### src/hdl/clock_source_control_config_regs.vh
// Offsets, field positions and reset values of the clock source control block
// Functional notes
// - Bit 25 of control reads PLL locked, read-only, zero after reset.
// - Bit 24 enables the PLL; hardware clears it entering deepest standby.
// - Bit 16 enables external oscillator; hardware clears it entering standby.
// - Bit 19 arms monitoring, active only while external oscillator reports ready.
// - Active monitoring plus abnormal external oscillator sets failure flag and NMI.
// - Bit 18 selects external clock over crystal; change only while disabled.
// - Bit 17 reads external ready; falls six oscillator cycles after disable.
// - Bits 15:8 hold factory calibration, loaded automatically at startup.
// - Trim bits 7:3 reset to 16; tuning is calibration plus trim minus 16.
// - Bit 1 internal ready resets to 1, falls six cycles after disable.
// - Bit 0 internal enable resets 1; set on standby return or failure.
// - Output select 26:24 gives nothing when top bit 0, else four sources.
// - Bit 16 of configuration picks PLL input; write only while PLL off.
// - Converter divider ordered 13:11,15:14; codes 000xx..110xx divide 2,4,6,8.
// - Codes 00100..11100 divide 4,8,12,16; others map to 16 up to 128.
// - Bus divider code 0 passes clock; codes 1 to 7 divide 2 to 8.
// - Bus divider codes 8 to 15 divide by 2 through 256 in powers.
// - Status bits 3:2 report active source: internal, external, PLL.
// - Select bits 1:0 choose system clock; code 11 is not available.
// - With monitoring enabled, force internal source on standby/stop return or failure.
// - Source switch takes effect only once the target reports ready; forced fallback to internal does not wait for internal ready.
// - External oscillator is gated into the clock network only once ready.
// - External failure while in use switches to internal, stops external and PLL.
`ifndef CLOCK_SOURCE_CONTROL_CONFIG_REGS_VH
`define CLOCK_SOURCE_CONTROL_CONFIG_REGS_VH
`define OFS_CONTROL        4'h0
`define OFS_CONFIG         4'h4
`define OFS_FAILURE        4'h8
`define CTL_PLL_LOCK       25
`define CTL_PLL_EN         24
`define CTL_MON_EN         19
`define CTL_EXT_BYP        18
`define CTL_EXT_RDY        17
`define CTL_EXT_EN         16
`define CTL_CAL_HI         15
`define CTL_CAL_LO         8
`define CTL_TRIM_HI        7
`define CTL_TRIM_LO        3
`define CTL_INT_RDY        1
`define CTL_INT_EN         0
`define CFG_OUT_HI         26
`define CFG_OUT_LO         24
`define CFG_PLL_SRC        16
`define CFG_CONV_HI        15
`define CFG_CONV_LO        11
`define CFG_BUS_HI         7
`define CFG_BUS_LO         4
`define CFG_STS_HI         3
`define CFG_STS_LO         2
`define CFG_SEL_HI         1
`define CFG_SEL_LO         0
`define FAIL_FLAG          0
`define TRIM_RESET         5'h10
`define SRC_INTERNAL       2'h0
`define SRC_EXTERNAL       2'h1
`define SRC_PLL            2'h2
`define SRC_NONE           2'h3
`endif

### src/hdl/clock_source_control_config.v
// Clock source control and configuration core with an Avalon-MM register slave
//
// Decided for this implementation: the Avalon-MM register port and the address map.
`timescale 1ns/10ps
`include "clock_source_control_config_regs.vh"

module clock_source_control_config #(
  parameter CAL_WIDTH = 8
) (
  input  wire                 clk,
  input  wire                 rst_b,
  input  wire [3:0]           address,
  input  wire                 read,
  input  wire                 write,
  input  wire [31:0]          writedata,
  input  wire [3:0]           byteenable,
  output reg  [31:0]          readdata,
  output wire                 waitrequest,
  input  wire                 int_osc_stable,
  input  wire                 ext_osc_stable,
  input  wire                 pll_locked,
  input  wire                 ext_osc_abnormal,
  input  wire [CAL_WIDTH-1:0] factory_cal_in,
  input  wire                 standby_entry,
  input  wire                 standby_exit,
  input  wire                 stop_exit,
  output reg                  internal_osc_enable,
  output reg                  external_osc_enable,
  output reg                  external_osc_bypass,
  output reg                  pll_enable,
  output reg                  pll_input_select,
  output reg  [CAL_WIDTH-1:0] internal_osc_tune,
  output reg  [1:0]           system_clock_mux,
  output reg                  ext_osc_gate,
  output reg                  monitor_active,
  output reg                  clock_failure_flag,
  output wire                 nmi_request,
  output reg  [2:0]           clock_output_select,
  output reg  [7:0]           converter_divisor,
  output reg  [8:0]           bus_divisor
);

  // Register storage
  reg                 clock_monitor_enable;
  reg [CAL_WIDTH-1:0] internal_osc_factory_cal;
  reg                 cal_loaded;
  reg [4:0]           internal_osc_trim;
  reg [4:0]           converter_clock_divider;
  reg [3:0]           bus_clock_divider;
  reg [1:0]           system_clock_source_select;
  reg [1:0]           system_clock_source_status;
  // Bus answer flag
  reg                 ack;

  // Detector levels: 0 internal, 1 external, 2 pll lock, 3 abnormal
  localparam [3:0] DET_RESET = 4'h1;
  wire [3:0] det_raw;
  wire [3:0] det_level;
  wire       internal_osc_ready;
  wire       external_osc_ready;
  wire       pll_lock_flag;
  wire       ext_abnormal;

  // Decode and fallback terms
  wire [31:0] control_word;
  wire [31:0] config_word;
  wire [31:0] wmask;
  wire        wr_ctl;
  wire        wr_cfg;
  wire        wr_fail;
  wire        ext_in_use;
  wire        failure_event;
  wire        force_internal;
  wire        hw_fallback;
  wire [4:0]  conv_code;
  wire        target_ready;

  // Bus handshake: one wait cycle, answer on the second edge
  assign waitrequest = (read | write) & ~ack;
  assign wmask   = {{8{byteenable[3]}}, {8{byteenable[2]}}, {8{byteenable[1]}}, {8{byteenable[0]}}};
  // Write strobes, first edge of a request only
  assign wr_ctl  = write & ~ack & (address == `OFS_CONTROL);
  assign wr_cfg  = write & ~ack & (address == `OFS_CONFIG);
  assign wr_fail = write & ~ack & (address == `OFS_FAILURE);

  // Readback images, reserved bits zero
  assign control_word = {6'h00, pll_lock_flag, pll_enable, 4'h0, clock_monitor_enable,
                         external_osc_bypass, external_osc_ready, external_osc_enable,
                         internal_osc_factory_cal, internal_osc_trim, 1'b0,
                         internal_osc_ready, internal_osc_enable};

  // Configuration image, reserved bits zero
  assign config_word  = {5'h00, clock_output_select, 7'h00, pll_input_select,
                         converter_clock_divider, 3'h0, bus_clock_divider,
                         system_clock_source_status, system_clock_source_select};

  // Failure handling terms
  assign ext_in_use     = (system_clock_source_status == `SRC_EXTERNAL) |
                          ((system_clock_source_status == `SRC_PLL) & pll_input_select);
  assign failure_event  = monitor_active & ext_abnormal;
  assign force_internal = clock_monitor_enable & (standby_exit | stop_exit);
  assign nmi_request    = clock_failure_flag;

  // Fallback when a failing external oscillator feeds the system clock
  assign hw_fallback    = failure_event & ext_in_use;

  // Detector inputs and the ready flags they yield
  assign det_raw            = {ext_osc_abnormal, pll_locked, ext_osc_stable, int_osc_stable};
  assign internal_osc_ready = det_level[0];
  assign external_osc_ready = det_level[1];
  assign pll_lock_flag      = det_level[2];
  assign ext_abnormal       = det_level[3];

  // Three synchronizer flip-flops and a level flip-flop per detector; a change counts when stages two and three agree
  genvar gi;
  generate
    for (gi = 0; gi < 4; gi = gi + 1) begin : g_det
      reg [2:0] sync;
      reg       level;
      always @(posedge clk or negedge rst_b) begin
        // Reset to the idle level of each detector
        if (!rst_b) begin
          sync  <= {3{DET_RESET[gi]}};
          level <= DET_RESET[gi];
        end else begin
          sync <= {sync[1:0], det_raw[gi]};
          if (sync[2] == sync[1])
            level <= sync[2];
        end
      end
      assign det_level[gi] = level;
    end
  endgenerate

  // Monitor and oscillator gating follow the ready flag
  always @(posedge clk or negedge rst_b) begin
    if (!rst_b) begin
      monitor_active <= 1'b0;
      ext_osc_gate   <= 1'b0;
    end else begin
      monitor_active <= clock_monitor_enable & external_osc_ready;
      ext_osc_gate   <= external_osc_ready & external_osc_enable;
    end
  end

  // Factory calibration captured once after reset release
  always @(posedge clk or negedge rst_b) begin
    if (!rst_b) begin
      internal_osc_factory_cal <= {CAL_WIDTH{1'b0}};
      cal_loaded               <= 1'b0;
    end else if (!cal_loaded) begin
      internal_osc_factory_cal <= factory_cal_in;
      cal_loaded               <= 1'b1;
    end
  end

  // Control register
  always @(posedge clk or negedge rst_b) begin
    if (!rst_b) begin
      internal_osc_enable  <= 1'b1;
      external_osc_enable  <= 1'b0;
      external_osc_bypass  <= 1'b0;
      pll_enable           <= 1'b0;
      clock_monitor_enable <= 1'b0;
      internal_osc_trim    <= `TRIM_RESET;
    end else begin
      // Software write, each field gated by the byte enable of its lane
      if (wr_ctl) begin
        // Oscillator enables
        if (wmask[`CTL_INT_EN])
          internal_osc_enable <= writedata[`CTL_INT_EN];
        if (wmask[`CTL_EXT_EN])
          external_osc_enable <= writedata[`CTL_EXT_EN];
        // Bypass frozen while the external oscillator runs
        if (wmask[`CTL_EXT_BYP] && !external_osc_enable)
          external_osc_bypass <= writedata[`CTL_EXT_BYP];
        // Monitor and PLL enables
        if (wmask[`CTL_MON_EN])
          clock_monitor_enable <= writedata[`CTL_MON_EN];
        if (wmask[`CTL_PLL_EN])
          pll_enable <= writedata[`CTL_PLL_EN];
        // Trim, applied on top of calibration
        if (wmask[`CTL_TRIM_LO])
          internal_osc_trim <= writedata[`CTL_TRIM_HI:`CTL_TRIM_LO];
      end

      // Hardware actions take precedence over software
      if (standby_entry) begin
        external_osc_enable <= 1'b0;
        pll_enable          <= 1'b0;
      end
      if (standby_exit)
        internal_osc_enable <= 1'b1;
      // Monitored failure of the feeding oscillator
      if (hw_fallback) begin
        internal_osc_enable <= 1'b1;
        external_osc_enable <= 1'b0;
        pll_enable          <= 1'b0;
      end
    end
  end

  // Configuration register
  always @(posedge clk or negedge rst_b) begin
    if (!rst_b) begin
      clock_output_select     <= 3'h0;
      pll_input_select        <= 1'b0;
      converter_clock_divider <= 5'h00;
      bus_clock_divider       <= 4'h0;
      system_clock_source_select    <= `SRC_INTERNAL;
    end else begin
      if (wr_cfg) begin
        // Clock output and PLL input; PLL input frozen while the PLL runs
        if (wmask[`CFG_OUT_LO])
          clock_output_select <= writedata[`CFG_OUT_HI:`CFG_OUT_LO];
        if (wmask[`CFG_PLL_SRC] && !pll_enable)
          pll_input_select <= writedata[`CFG_PLL_SRC];
        // Divider fields
        if (wmask[`CFG_CONV_LO])
          converter_clock_divider <= writedata[`CFG_CONV_HI:`CFG_CONV_LO];
        if (wmask[`CFG_BUS_LO])
          bus_clock_divider <= writedata[`CFG_BUS_HI:`CFG_BUS_LO];
        // System clock request; code 3 refused
        if (wmask[`CFG_SEL_LO] && writedata[`CFG_SEL_HI:`CFG_SEL_LO] != `SRC_NONE)
          system_clock_source_select <= writedata[`CFG_SEL_HI:`CFG_SEL_LO];
      end

      // Fallback overrides any software request
      if (force_internal || hw_fallback)
        system_clock_source_select <= `SRC_INTERNAL;
    end
  end

  // Readiness of the requested source
  assign target_ready = (system_clock_source_select == `SRC_INTERNAL) ? internal_osc_ready :
                        (system_clock_source_select == `SRC_EXTERNAL) ? ext_osc_gate :
                        (system_clock_source_select == `SRC_PLL)      ? pll_lock_flag : 1'b0;

  // Active source follows the request once the target is ready
  always @(posedge clk or negedge rst_b) begin
    if (!rst_b) begin
      system_clock_source_status <= `SRC_INTERNAL;
      system_clock_mux     <= `SRC_INTERNAL;
    end else if (force_internal || hw_fallback) begin
      system_clock_source_status <= `SRC_INTERNAL;
      system_clock_mux     <= `SRC_INTERNAL;
    end else if (target_ready && system_clock_source_select != system_clock_source_status) begin
      system_clock_source_status <= system_clock_source_select;
      system_clock_mux     <= system_clock_source_select;
    end
  end

  // Failure flag: set wins over software clear
  always @(posedge clk or negedge rst_b) begin
    if (!rst_b)
      clock_failure_flag <= 1'b0;
    else if (failure_event)
      clock_failure_flag <= 1'b1;
    else if (wr_fail && wmask[`FAIL_FLAG] && writedata[`FAIL_FLAG])
      clock_failure_flag <= 1'b0;
  end

  // Converter code reordered as bits 13:11 then 15:14
  assign conv_code = {converter_clock_divider[2:0], converter_clock_divider[4:3]};

  // Divisor decode, registered
  always @(posedge clk or negedge rst_b) begin
    if (!rst_b) begin
      converter_divisor <= 8'h02;
      bus_divisor       <= 9'h001;
      internal_osc_tune <= {CAL_WIDTH{1'b0}};
    end else begin
      // Converter divisor; codes with bit two set follow a table
      if (!conv_code[2])
        converter_divisor <= {4'h0, conv_code[4:3], 1'b0} + 8'h02;
      else begin
        case ({conv_code[1:0], conv_code[4:3]})
          4'h0:    converter_divisor <= 8'h04;
          4'h1:    converter_divisor <= 8'h08;
          4'h2:    converter_divisor <= 8'h0c;
          4'h3:    converter_divisor <= 8'h10;
          4'h4:    converter_divisor <= 8'h10;
          4'h5:    converter_divisor <= 8'h10;
          4'h6:    converter_divisor <= 8'h18;
          4'h7:    converter_divisor <= 8'h20;
          4'h8:    converter_divisor <= 8'h20;
          4'h9:    converter_divisor <= 8'h20;
          4'ha:    converter_divisor <= 8'h30;
          4'hb:    converter_divisor <= 8'h30;
          4'hc:    converter_divisor <= 8'h40;
          4'hd:    converter_divisor <= 8'h40;
          4'he:    converter_divisor <= 8'h40;
          4'hf:    converter_divisor <= 8'h80;
          default: converter_divisor <= 8'h02;
        endcase
      end

      // Bus divisor: linear codes, then powers of two
      case (bus_clock_divider)
        4'h0:    bus_divisor <= 9'h001;
        4'h1:    bus_divisor <= 9'h002;
        4'h2:    bus_divisor <= 9'h003;
        4'h3:    bus_divisor <= 9'h004;
        4'h4:    bus_divisor <= 9'h005;
        4'h5:    bus_divisor <= 9'h006;
        4'h6:    bus_divisor <= 9'h007;
        4'h7:    bus_divisor <= 9'h008;
        4'h8:    bus_divisor <= 9'h002;
        4'h9:    bus_divisor <= 9'h004;
        4'ha:    bus_divisor <= 9'h008;
        4'hb:    bus_divisor <= 9'h010;
        4'hc:    bus_divisor <= 9'h020;
        4'hd:    bus_divisor <= 9'h040;
        4'he:    bus_divisor <= 9'h080;
        4'hf:    bus_divisor <= 9'h100;
        default: bus_divisor <= 9'h001;
      endcase

      // Oscillator tune from calibration and trim
      internal_osc_tune <= internal_osc_factory_cal + {{(CAL_WIDTH-5){1'b0}}, internal_osc_trim}
                           - {{(CAL_WIDTH-5){1'b0}}, `TRIM_RESET};
    end
  end

  // Read data and answer cycle
  always @(posedge clk or negedge rst_b) begin
    if (!rst_b) begin
      ack      <= 1'b0;
      readdata <= 32'h0000_0000;
    end else begin
      // Answer flag, high for the single answer cycle
      ack <= (read | write) & ~ack;
      // Image captured at the first edge of a request, one edge before it is taken
      if (read && !ack) begin
        case (address)
          `OFS_CONTROL: readdata <= control_word;
          `OFS_CONFIG:  readdata <= config_word;
          `OFS_FAILURE: readdata <= {31'h0000_0000, clock_failure_flag};
          default:      readdata <= 32'h0000_0000;
        endcase
      end
    end
  end

endmodule // clock_source_control_config

### config.mk
export PLATFORM = sky130hd
export DESIGN_NAME = clock_source_control_config
export DESIGN_NICKNAME = d
export VERILOG_FILES = /design/src/hdl/clock_source_control_config.v
export VERILOG_INCLUDE_DIRS = /design/src /design/src/hdl
export SDC_FILE = /design/constraint.sdc
export NUM_CORES = 1
export LEC_CHECK = 0
export BUFFER_PORTS_ARGS = -buffer_cell sky130_fd_sc_hd__buf_2
export CAP_MARGIN = 30
export CELL_PAD_IN_SITES_DETAIL_PLACEMENT = 1
export CELL_PAD_IN_SITES_GLOBAL_PLACEMENT = 2
export CORE_AREA = 2 2 120 122
export CTS_CLUSTER_DIAMETER = 60
export DETAILED_ROUTE_END_ITERATION = 6
export DIE_AREA = 0 0 122 124
export GPL_ROUTABILITY_DRIVEN = 0
export HOLD_SLACK_MARGIN = 0.12
export PLACE_DENSITY_LB_ADDON = 0.12
export SLEW_MARGIN = 5
export SYNTH_ARGS = -nofsm -noshare
export SYNTH_HDL_FRONTEND = slang
export SYNTH_SLANG_ARGS = --single-unit
### constraint.sdc
create_clock -name clk -period 2.75 [get_ports clk]
set_input_delay 0.55 -clock clk [delete_from_list [all_inputs] [get_ports clk]]
set_output_delay 0.55 -clock clk [all_outputs]
set_load 0.01 [all_outputs]
==> results of run 1 <==
[through the flow]
step	power, µW	instances
after floorplan	2254	382
after global placement	2537	648
after detailed placement	2555	648
after CTS	3853	664
after global routing	4025	664
final	3794	664
[power by group]
| part | internal [µW] | switching [µW] |
|---|---|---|
| clock | 731 | 552 |
| sequential | 1700 | 153 |
| combinational | 300 | 353 |
| total | 2740 | 1060 |
[per-layer routing]
layer,vias up,track usage,part of all wire
li1,1473,-,-
met1,1568,0.2110,0.46
met2,85,0.2451,0.47
met3,14,0.03342,0.051
met4,0,0.06394,0.017
met5,-,0,0
[worst reg2reg max path: cells and delay by family (launching register included)]
kind,cells,cell delay (ns)
xor gates and xnor gates,1,0.13
adders and majority gates,3,0.95
AOI/OAI and AO/OA,3,0.53
DFF,1,0.41
[layout by cell type, fill, tap and decap left out, types with 2 or more instances in the layout]
master	instances
a21oi_1	7
a22oi_1	14
and2_1	5
and3_1	8
buf_2	105
buf_4	7
clkbuf_1	3
clkbuf_16	9
conb_1	11
dfrtp_1	95
dfstp_2	8
ha_1	19
inv_1	17
maj3_1	4
mux2_1	5
mux2_2	17
mux2_4	4
mux2i_1	7
nand2_1	48
nand2b_1	3
nand3_1	2
nor2_1	10
nor2b_1	6
nor3_1	3
o211ai_1	2
o21ai_0	27
o21ai_1	3
o221a_2	2
o22ai_1	3
xnor2_1	4
xor2_1	2
[final timing paths]
check                                            startpoint                           to
worst max register to register  internal_osc_factory_cal[1]         internal_osc_tune[7]
worst max-delay path            internal_osc_factory_cal[1]         internal_osc_tune[7]
min in group clk                             int_osc_stable             g_det[0].sync[0]
worst min-delay path                                  rst_b  internal_osc_factory_cal[6]
max in group asynchronous                             rst_b             g_det[0].sync[1]
worst min register to register             g_det[3].sync[0]             g_det[3].sync[1]
[cell type report]
| type | instances | area share |
|---|---|---|
| flip-flops and latches | 103 | 0.4734 |
| well taps | 180 | 0.04121 |
| clock inverters | 3 | 0.007784 |
| inverters | 17 | 0.01168 |
| clock buffers | 13 | 0.04579 |
| repair buffers | 113 | 0.1094 |
| multi-input cells | 235 | 0.3107 |
[state kept, by name (all words and copies together) (netlist names), 2 cells and up]
name	cells
bus_clock_divider	4
bus_divisor	9
clock_output_select	3
converter_clock_divider	5
converter_divisor	7
g_det.level	2
g_det.sync	12
internal_osc_factory_cal	8
internal_osc_trim	5
internal_osc_tune	8
readdata	23
system_clock_source_select	2
system_clock_source_status	2
[kinds of logic (layout without fill, tap and decap cells)]
kind of cell    Yosys count  in the layout  synth area share
compound gates           66             66           0.09476
buf+inv                  44            146           0.04934
fa+ha+maj                24             24           0.06672
xor+xnor                  6              6           0.01177
simple gates             95             95            0.1113
mux                      33             33           0.08466
flops                   103            103            0.5798
other cells               2             11          0.001683
==> flow_summary_export.csv, run 1 <==
group,metric,value,unit
outcome,status,"complete, no violations",
critical_path,reg2reg_depth,7,
global_route,grtUsageTotal,0.1563,
route,avgViaCountPerCell,4.729,
die,rows,43,
placed_design,place_area,5172,µm²
critical_path,startpoint_type,"flop",
min_path,min_path_type,"in2async",
layout,syn_to_final_growth,22.46,%
logic_synthesis,synthTopCellsByArea,"dfrtp_1, ha_1, dfstp_2",
die,core_area,13720,µm²
placed_design,dp_slack,0.5708,ns
route,vias,3140,
critical_path,crit_family,"adder cells",
pwr,p_leak,0.002711,µW
logic_synthesis,avgSynthCellArea,11.97,µm²
critical_path,worstPathArrival,2.35,ns
route,antenna_left,0,
sta,fin_crit_sh,0.7571,
cts,insertion_delay,0.35,ns
sta,max_slew_margin,0.5493,
logic_synthesis,synth.most_common_cell,"dfrtp_1",
logic_synthesis,yosys.area.top_type,"dfrtp_1",
cts,cts_tree,"built",
sta,holdWs,0.1819,ns
logic_synthesis,async_flop_share,1.000,
critical_path,required,3.02,ns
cts,tritoncts_num_sinks,103,
sta,rsz0062_at_grt,"false",
die,die_area,15130,µm²
die,io_pins,131,
logic_synthesis,synth_top_area_frac,0.5327,
critical_path,crit_slowest_cell,"dfrtp_1",
job,maxCapViolCount,0,
layout,finalInstanceArea,5465,µm²
critical_path,slowest_delay,0.41,ns
route,wl_per_cell,16.70,µm
critical_path,path_cells,"ha_1, ha_1, fa_1, a21oi_1, o211ai_1, a21oi_1, xnor2_1",
logic_synthesis,syn_inst,373,
logic_synthesis,ys_seq_area_frac,0.5798,
sta,finalWorstSetupSlack,0.6679,ns
logic_synthesis,ys_ff_latch,103,
cts,htreeDepth,3,
layout,nNetsFinal,558,
cts,cts-root-buf,"clkbuf_16",
global_route,grt_max_degree,41,
cts,postCtsSetupBuffers,0,
die,die_x,122,µm
sta,worst_pin_slew,0.6760,ns
pwr,power.density,694.2,nW/µm²
logic_synthesis,ys_warn_count,0,
cts,clockBufferDepth,2,
critical_path,cp_max_fo,3,
sta,setup_viol,0,
route,dr.first_iter.drc_count,155,
route,dr.pass1.iters,4,
cts,numCtsBuffers,9,
sta,maxSlewViolCount,0,
route,drc_errors,0,
critical_path,path_class,"reg2reg",
placed_design,dp_hpwl,8012,µm
cts,clk_pin_slew,0.07,ns
die,initial_core_util,0.3253,
layout,ff_latch_area,2587,µm²
global_route,grt_pass1_vias,3181,
route,wl,11090,µm
sta,timing.final.hold_violations,0,
sta,min_period,2.082,ns
cts,cts-resized-gates,0,
logic_synthesis,synth_ff_type,"dfrtp_1",
layout,finalCoreUtilization,0.3984,
cts,holdBufCountCts,0,
layout,multiInputGateArea,1698,µm²
layout,fill_cells,1526,
logic_synthesis,synthTopCellsByCount,"dfrtp_1, nand2_1, o21ai_0",
sta,finalSetupTns,0,ns
logic_synthesis,synth_area,4463,µm²
layout,num_antenna_cells,0,
critical_path,reg2reg_slack,0.67,ns
global_route,gr-total-overflow,0,
critical_path,cp.depth,7,
critical_path,crit_buf_inv,0,
logic_synthesis,ys_types,49,
placed_design,io_buffers,106,
die,dieHeight,124,µm
sta,max_freq,0.4803,GHz
sta,fin_skew,0.008190,ns
global_route,antenna_found_initial,0,
layout,drive_gt1_frac,0.3347,
critical_path,worstSetupEndpointType,"flop",
global_route,grt_first_pass_wirelength,17640,µm
logic_synthesis,synth_edf_count,0,
pwr,vdd_drop_max,0.2567,mV
Power figures use the tool's default switching activity.
==> inputs of run 2 (changes only) <==
--- a/config.mk
+++ b/config.mk
@@ -6,14 +6,15 @@
 export SDC_FILE = /design/constraint.sdc
 export NUM_CORES = 1
 export LEC_CHECK = 0
+export ABC_AREA = 1
 export BUFFER_PORTS_ARGS = -buffer_cell sky130_fd_sc_hd__buf_2
 export CAP_MARGIN = 30
 export CELL_PAD_IN_SITES_DETAIL_PLACEMENT = 1
 export CELL_PAD_IN_SITES_GLOBAL_PLACEMENT = 2
-export CORE_AREA = 2 2 120 122
+export CORE_AREA = 2 2 132 134
 export CTS_CLUSTER_DIAMETER = 60
 export DETAILED_ROUTE_END_ITERATION = 6
-export DIE_AREA = 0 0 122 124
+export DIE_AREA = 0 0 134 136
 export GPL_ROUTABILITY_DRIVEN = 0
 export HOLD_SLACK_MARGIN = 0.12
 export PLACE_DENSITY_LB_ADDON = 0.12
==> constraint.sdc (replaced) <==
create_clock -name clk -period 1.7 [get_ports clk]
set_input_delay 0.34 -clock clk [delete_from_list [all_inputs] [get_ports clk]]
set_output_delay 0.34 -clock clk [all_outputs]
set_load 0.01 [all_outputs]
==> flow_summary_export.csv, run 2 <==
group,metric,value,unit
layout,finalCoreUtilization,0.3510,
route,drc_errors,0,
sta,rsz0062_at_grt,"true",
die,initial_core_util,0.2746,
layout,num_antenna_cells,0,
logic_synthesis,ys_types,35,
critical_path,slowest_delay,0.53,ns
logic_synthesis,synth_top_family_by_area,"simple AND/OR/NAND/NOR gates",
die,dieHeight,136,µm
layout,top_register,"readdata",
min_path,holdPathStages,3,
pwr,p_total,6772,µW
logic_synthesis,ys_seq_area_frac,0.5583,
sta,setup_viol,0,
route,avgViaCountPerCell,4.314,
critical_path,worstSetupEndpointType,"flop",
global_route,grt_first_pass_wirelength,20820,µm
critical_path,path_cells,"inv_2, ha_4, inv_2, ha_4, a21oi_2, or2_4, nand3_1, nand2_1, nand2_1",
sta,min_period,1.675,ns
route,wl,12670,µm
critical_path,reg2reg_depth,9,
logic_synthesis,ys_ff_latch,103,
global_route,grt_pass1_vias,3896,
cts,clk_pin_slew,0.07,ns
cts,clockBufferDepth,2,
die,die_area,18220,µm²
logic_synthesis,ys_warn_count,0,
die,core_area,16880,µm²
cts,tritoncts_num_sinks,103,
logic_synthesis,synth-compound-area-share,0.08315,
critical_path,required,1.99,ns
logic_synthesis,synth_area,4634,µm²
global_route,grtUsageTotal,0.1486,
logic_synthesis,synthTopCellsByCount,"nand2_1, dfrtp_1, inv_1",
layout,final_cell_mix,"nand2_1, buf_2, dfrtp_1",
layout,final_common_cell,"nand2_1",
cts,cts_tree,"built",
critical_path,worstPathArrival,1.96,ns
logic_synthesis,yosys-mux-area-fraction,0.007289,
placed_design,dp_hpwl,9716,µm
critical_path,startpoint_type,"flop",
sta,max_freq,0.5971,GHz
logic_synthesis,synth_ff_type,"dfrtp_1",
layout,syn_to_final_growth,27.81,%
sta,fin_skew,0.009799,ns
pwr,p_leak,0.003183,µW
cts,cts-root-buf,"clkbuf_16",
logic_synthesis,yosys.area.top_type,"dfrtp_1",
route,antenna_left,0,
logic_synthesis,yosys.area_share.simple,0.2019,
route,dr.first_iter.drc_count,101,
min_path,min_path_type,"in2reg",
sta,finalSetupTns,0,ns
global_route,grt_max_degree,41,
cts,insertion_delay,0.35,ns
sta,holdWs,0.2144,ns
sta,timing.final.hold_violations,0,
critical_path,cp_max_fo,3,
logic_synthesis,synth_top_area_frac,0.5130,
die,die_x,134,µm
outcome,status,"complete, no violations",
logic_synthesis,synth.most_common_cell,"nand2_1",
critical_path,cp-endpoint,"internal_osc_tune[7]",
logic_synthesis,async_flop_share,1.000,
placed_design,io_buffers,106,
cts,htreeDepth,3,
cts,numCtsBuffers,9,
critical_path,path_class,"reg2reg",
logic_synthesis,synth-adder-area-share,0.06425,
logic_synthesis,synth_edf_count,0,
sta,maxSlewViolCount,0,
logic_synthesis,avgSynthCellArea,9.595,µm²
sta,fin_crit_sh,0.9852,
route,dr.pass1.iters,4,
route,wl_per_cell,15.00,µm
logic_synthesis,syn_inst,483,
die,io_pins,131,
global_route,gr-total-overflow,0,
layout,fill_cells,1957,
layout,nNetsFinal,694,
pwr,vdd_drop_max,0.5938,mV
global_route,antenna_found_initial,0,
critical_path,r2r-end,"internal_osc_tune[7]",
die,rows,48,
critical_path,r2r-start,"internal_osc_trim[4]",
pwr,power.density,1143,nW/µm²
logic_synthesis,synth-xor-area-share,0.007559,
logic_synthesis,synthTopCellsByArea,"dfrtp_1, nand2_1, ha_1",
critical_path,cp-startpoint,"internal_osc_trim[4]",
critical_path,crit_slowest_cell,"dfstp_2",
layout,drive_gt1_frac,0.3032,
layout,largest_reg_flops,23,
layout,largest_registers,"readdata x23, g_det.sync x12, bus_divisor x9",
job,maxCapViolCount,0,
route,vias,3645,
critical_path,reg2reg_slack,0.03,ns
-- run 2: kinds of logic after synthesis --
family / count (synthesis)
AND/OR/NAND/NOR: 203
flip-flops: 103
buffers and inverters: 76
AO/OA/AOI/OAI: 68
adder cells (fa/ha/maj): 24
XOR/XNOR: 4
multiplexers: 3
other: 2
-- run 2: critical path, delay by kind of cell (launching register included) --
| family | cells | cell delay [ns] |
|---|---|---|
| flip-flops | 1 | 0.53 |
| adder cells (fa/ha/maj) | 2 | 0.53 |
| AND/OR/NAND/NOR | 4 | 0.41 |
| buffers and inverters | 2 | 0.08 |
| AO/OA/AOI/OAI | 1 | 0.05 |
-- run 2: routing by layer --
metal  track usage  up-vias  wire (µm)
met5             0        -          0
met1        0.1906     1777       5876
met3       0.02424       10        395
li1              -     1793          -
met2        0.2547       65       6203
met4       0.05142        0        196
-- run 2: how the worst min path moves through the flow --
stage | start | end | slack [ns]
6_report | writedata[3] | internal_osc_trim[0] | 0.21
2_1_floorplan | rst_b | ack | 0.04
5_1_grt | writedata[3] | internal_osc_trim[0] | 0.21
4_1_cts | writedata[3] | internal_osc_trim[0] | 0.20
3_3_place_gp | rst_b | converter_divisor[7] | 0.29
3_5_place_dp | rst_b | converter_divisor[7] | 0.29
-- run 2: what timing repair did --
item / in CTS / in global routing
gates resized for setup: 7 / 4
hold buffers: 5 / 0
hold endpoints to repair: 29 / 0
setup endpoints to repair: 4 / 5
pin swaps: 4 / 4
buffers inserted: 1 / 0
-- run 2: area by class of cell --
type | instances | area, µm² | area share
clock buffer | 12 | 246.5 | 0.04161
clock inverter | 4 | 31.28 | 0.005281
sequential | 103 | 2587 | 0.4368
multi-input combinational | 313 | 1799 | 0.3038
inverter | 57 | 219.0 | 0.03697
tap | 225 | 281.5 | 0.04753
timing repair buffer | 131 | 758.2 | 0.1280
-- run 2: power breakdown --
part           switching [µW]  internal (µW)  leakage, µW  total, µW
clock network             948           1040     0.000125       1990
logic                    1000            739      0.00180       1740
registers                 223           2820      0.00126       3040
-- run 2: per-stage QoR --
stage	setup WS [ns]	instances	cell area (µm²)
after floorplan	0.0007230	492	4686
after detailed placement	-0.04921	823	5535
final	0.02519	845	5923
after CTS	-0.003924	845	5914
after global placement	-0.02952	823	5535
after global routing	-0.04237	845	5923
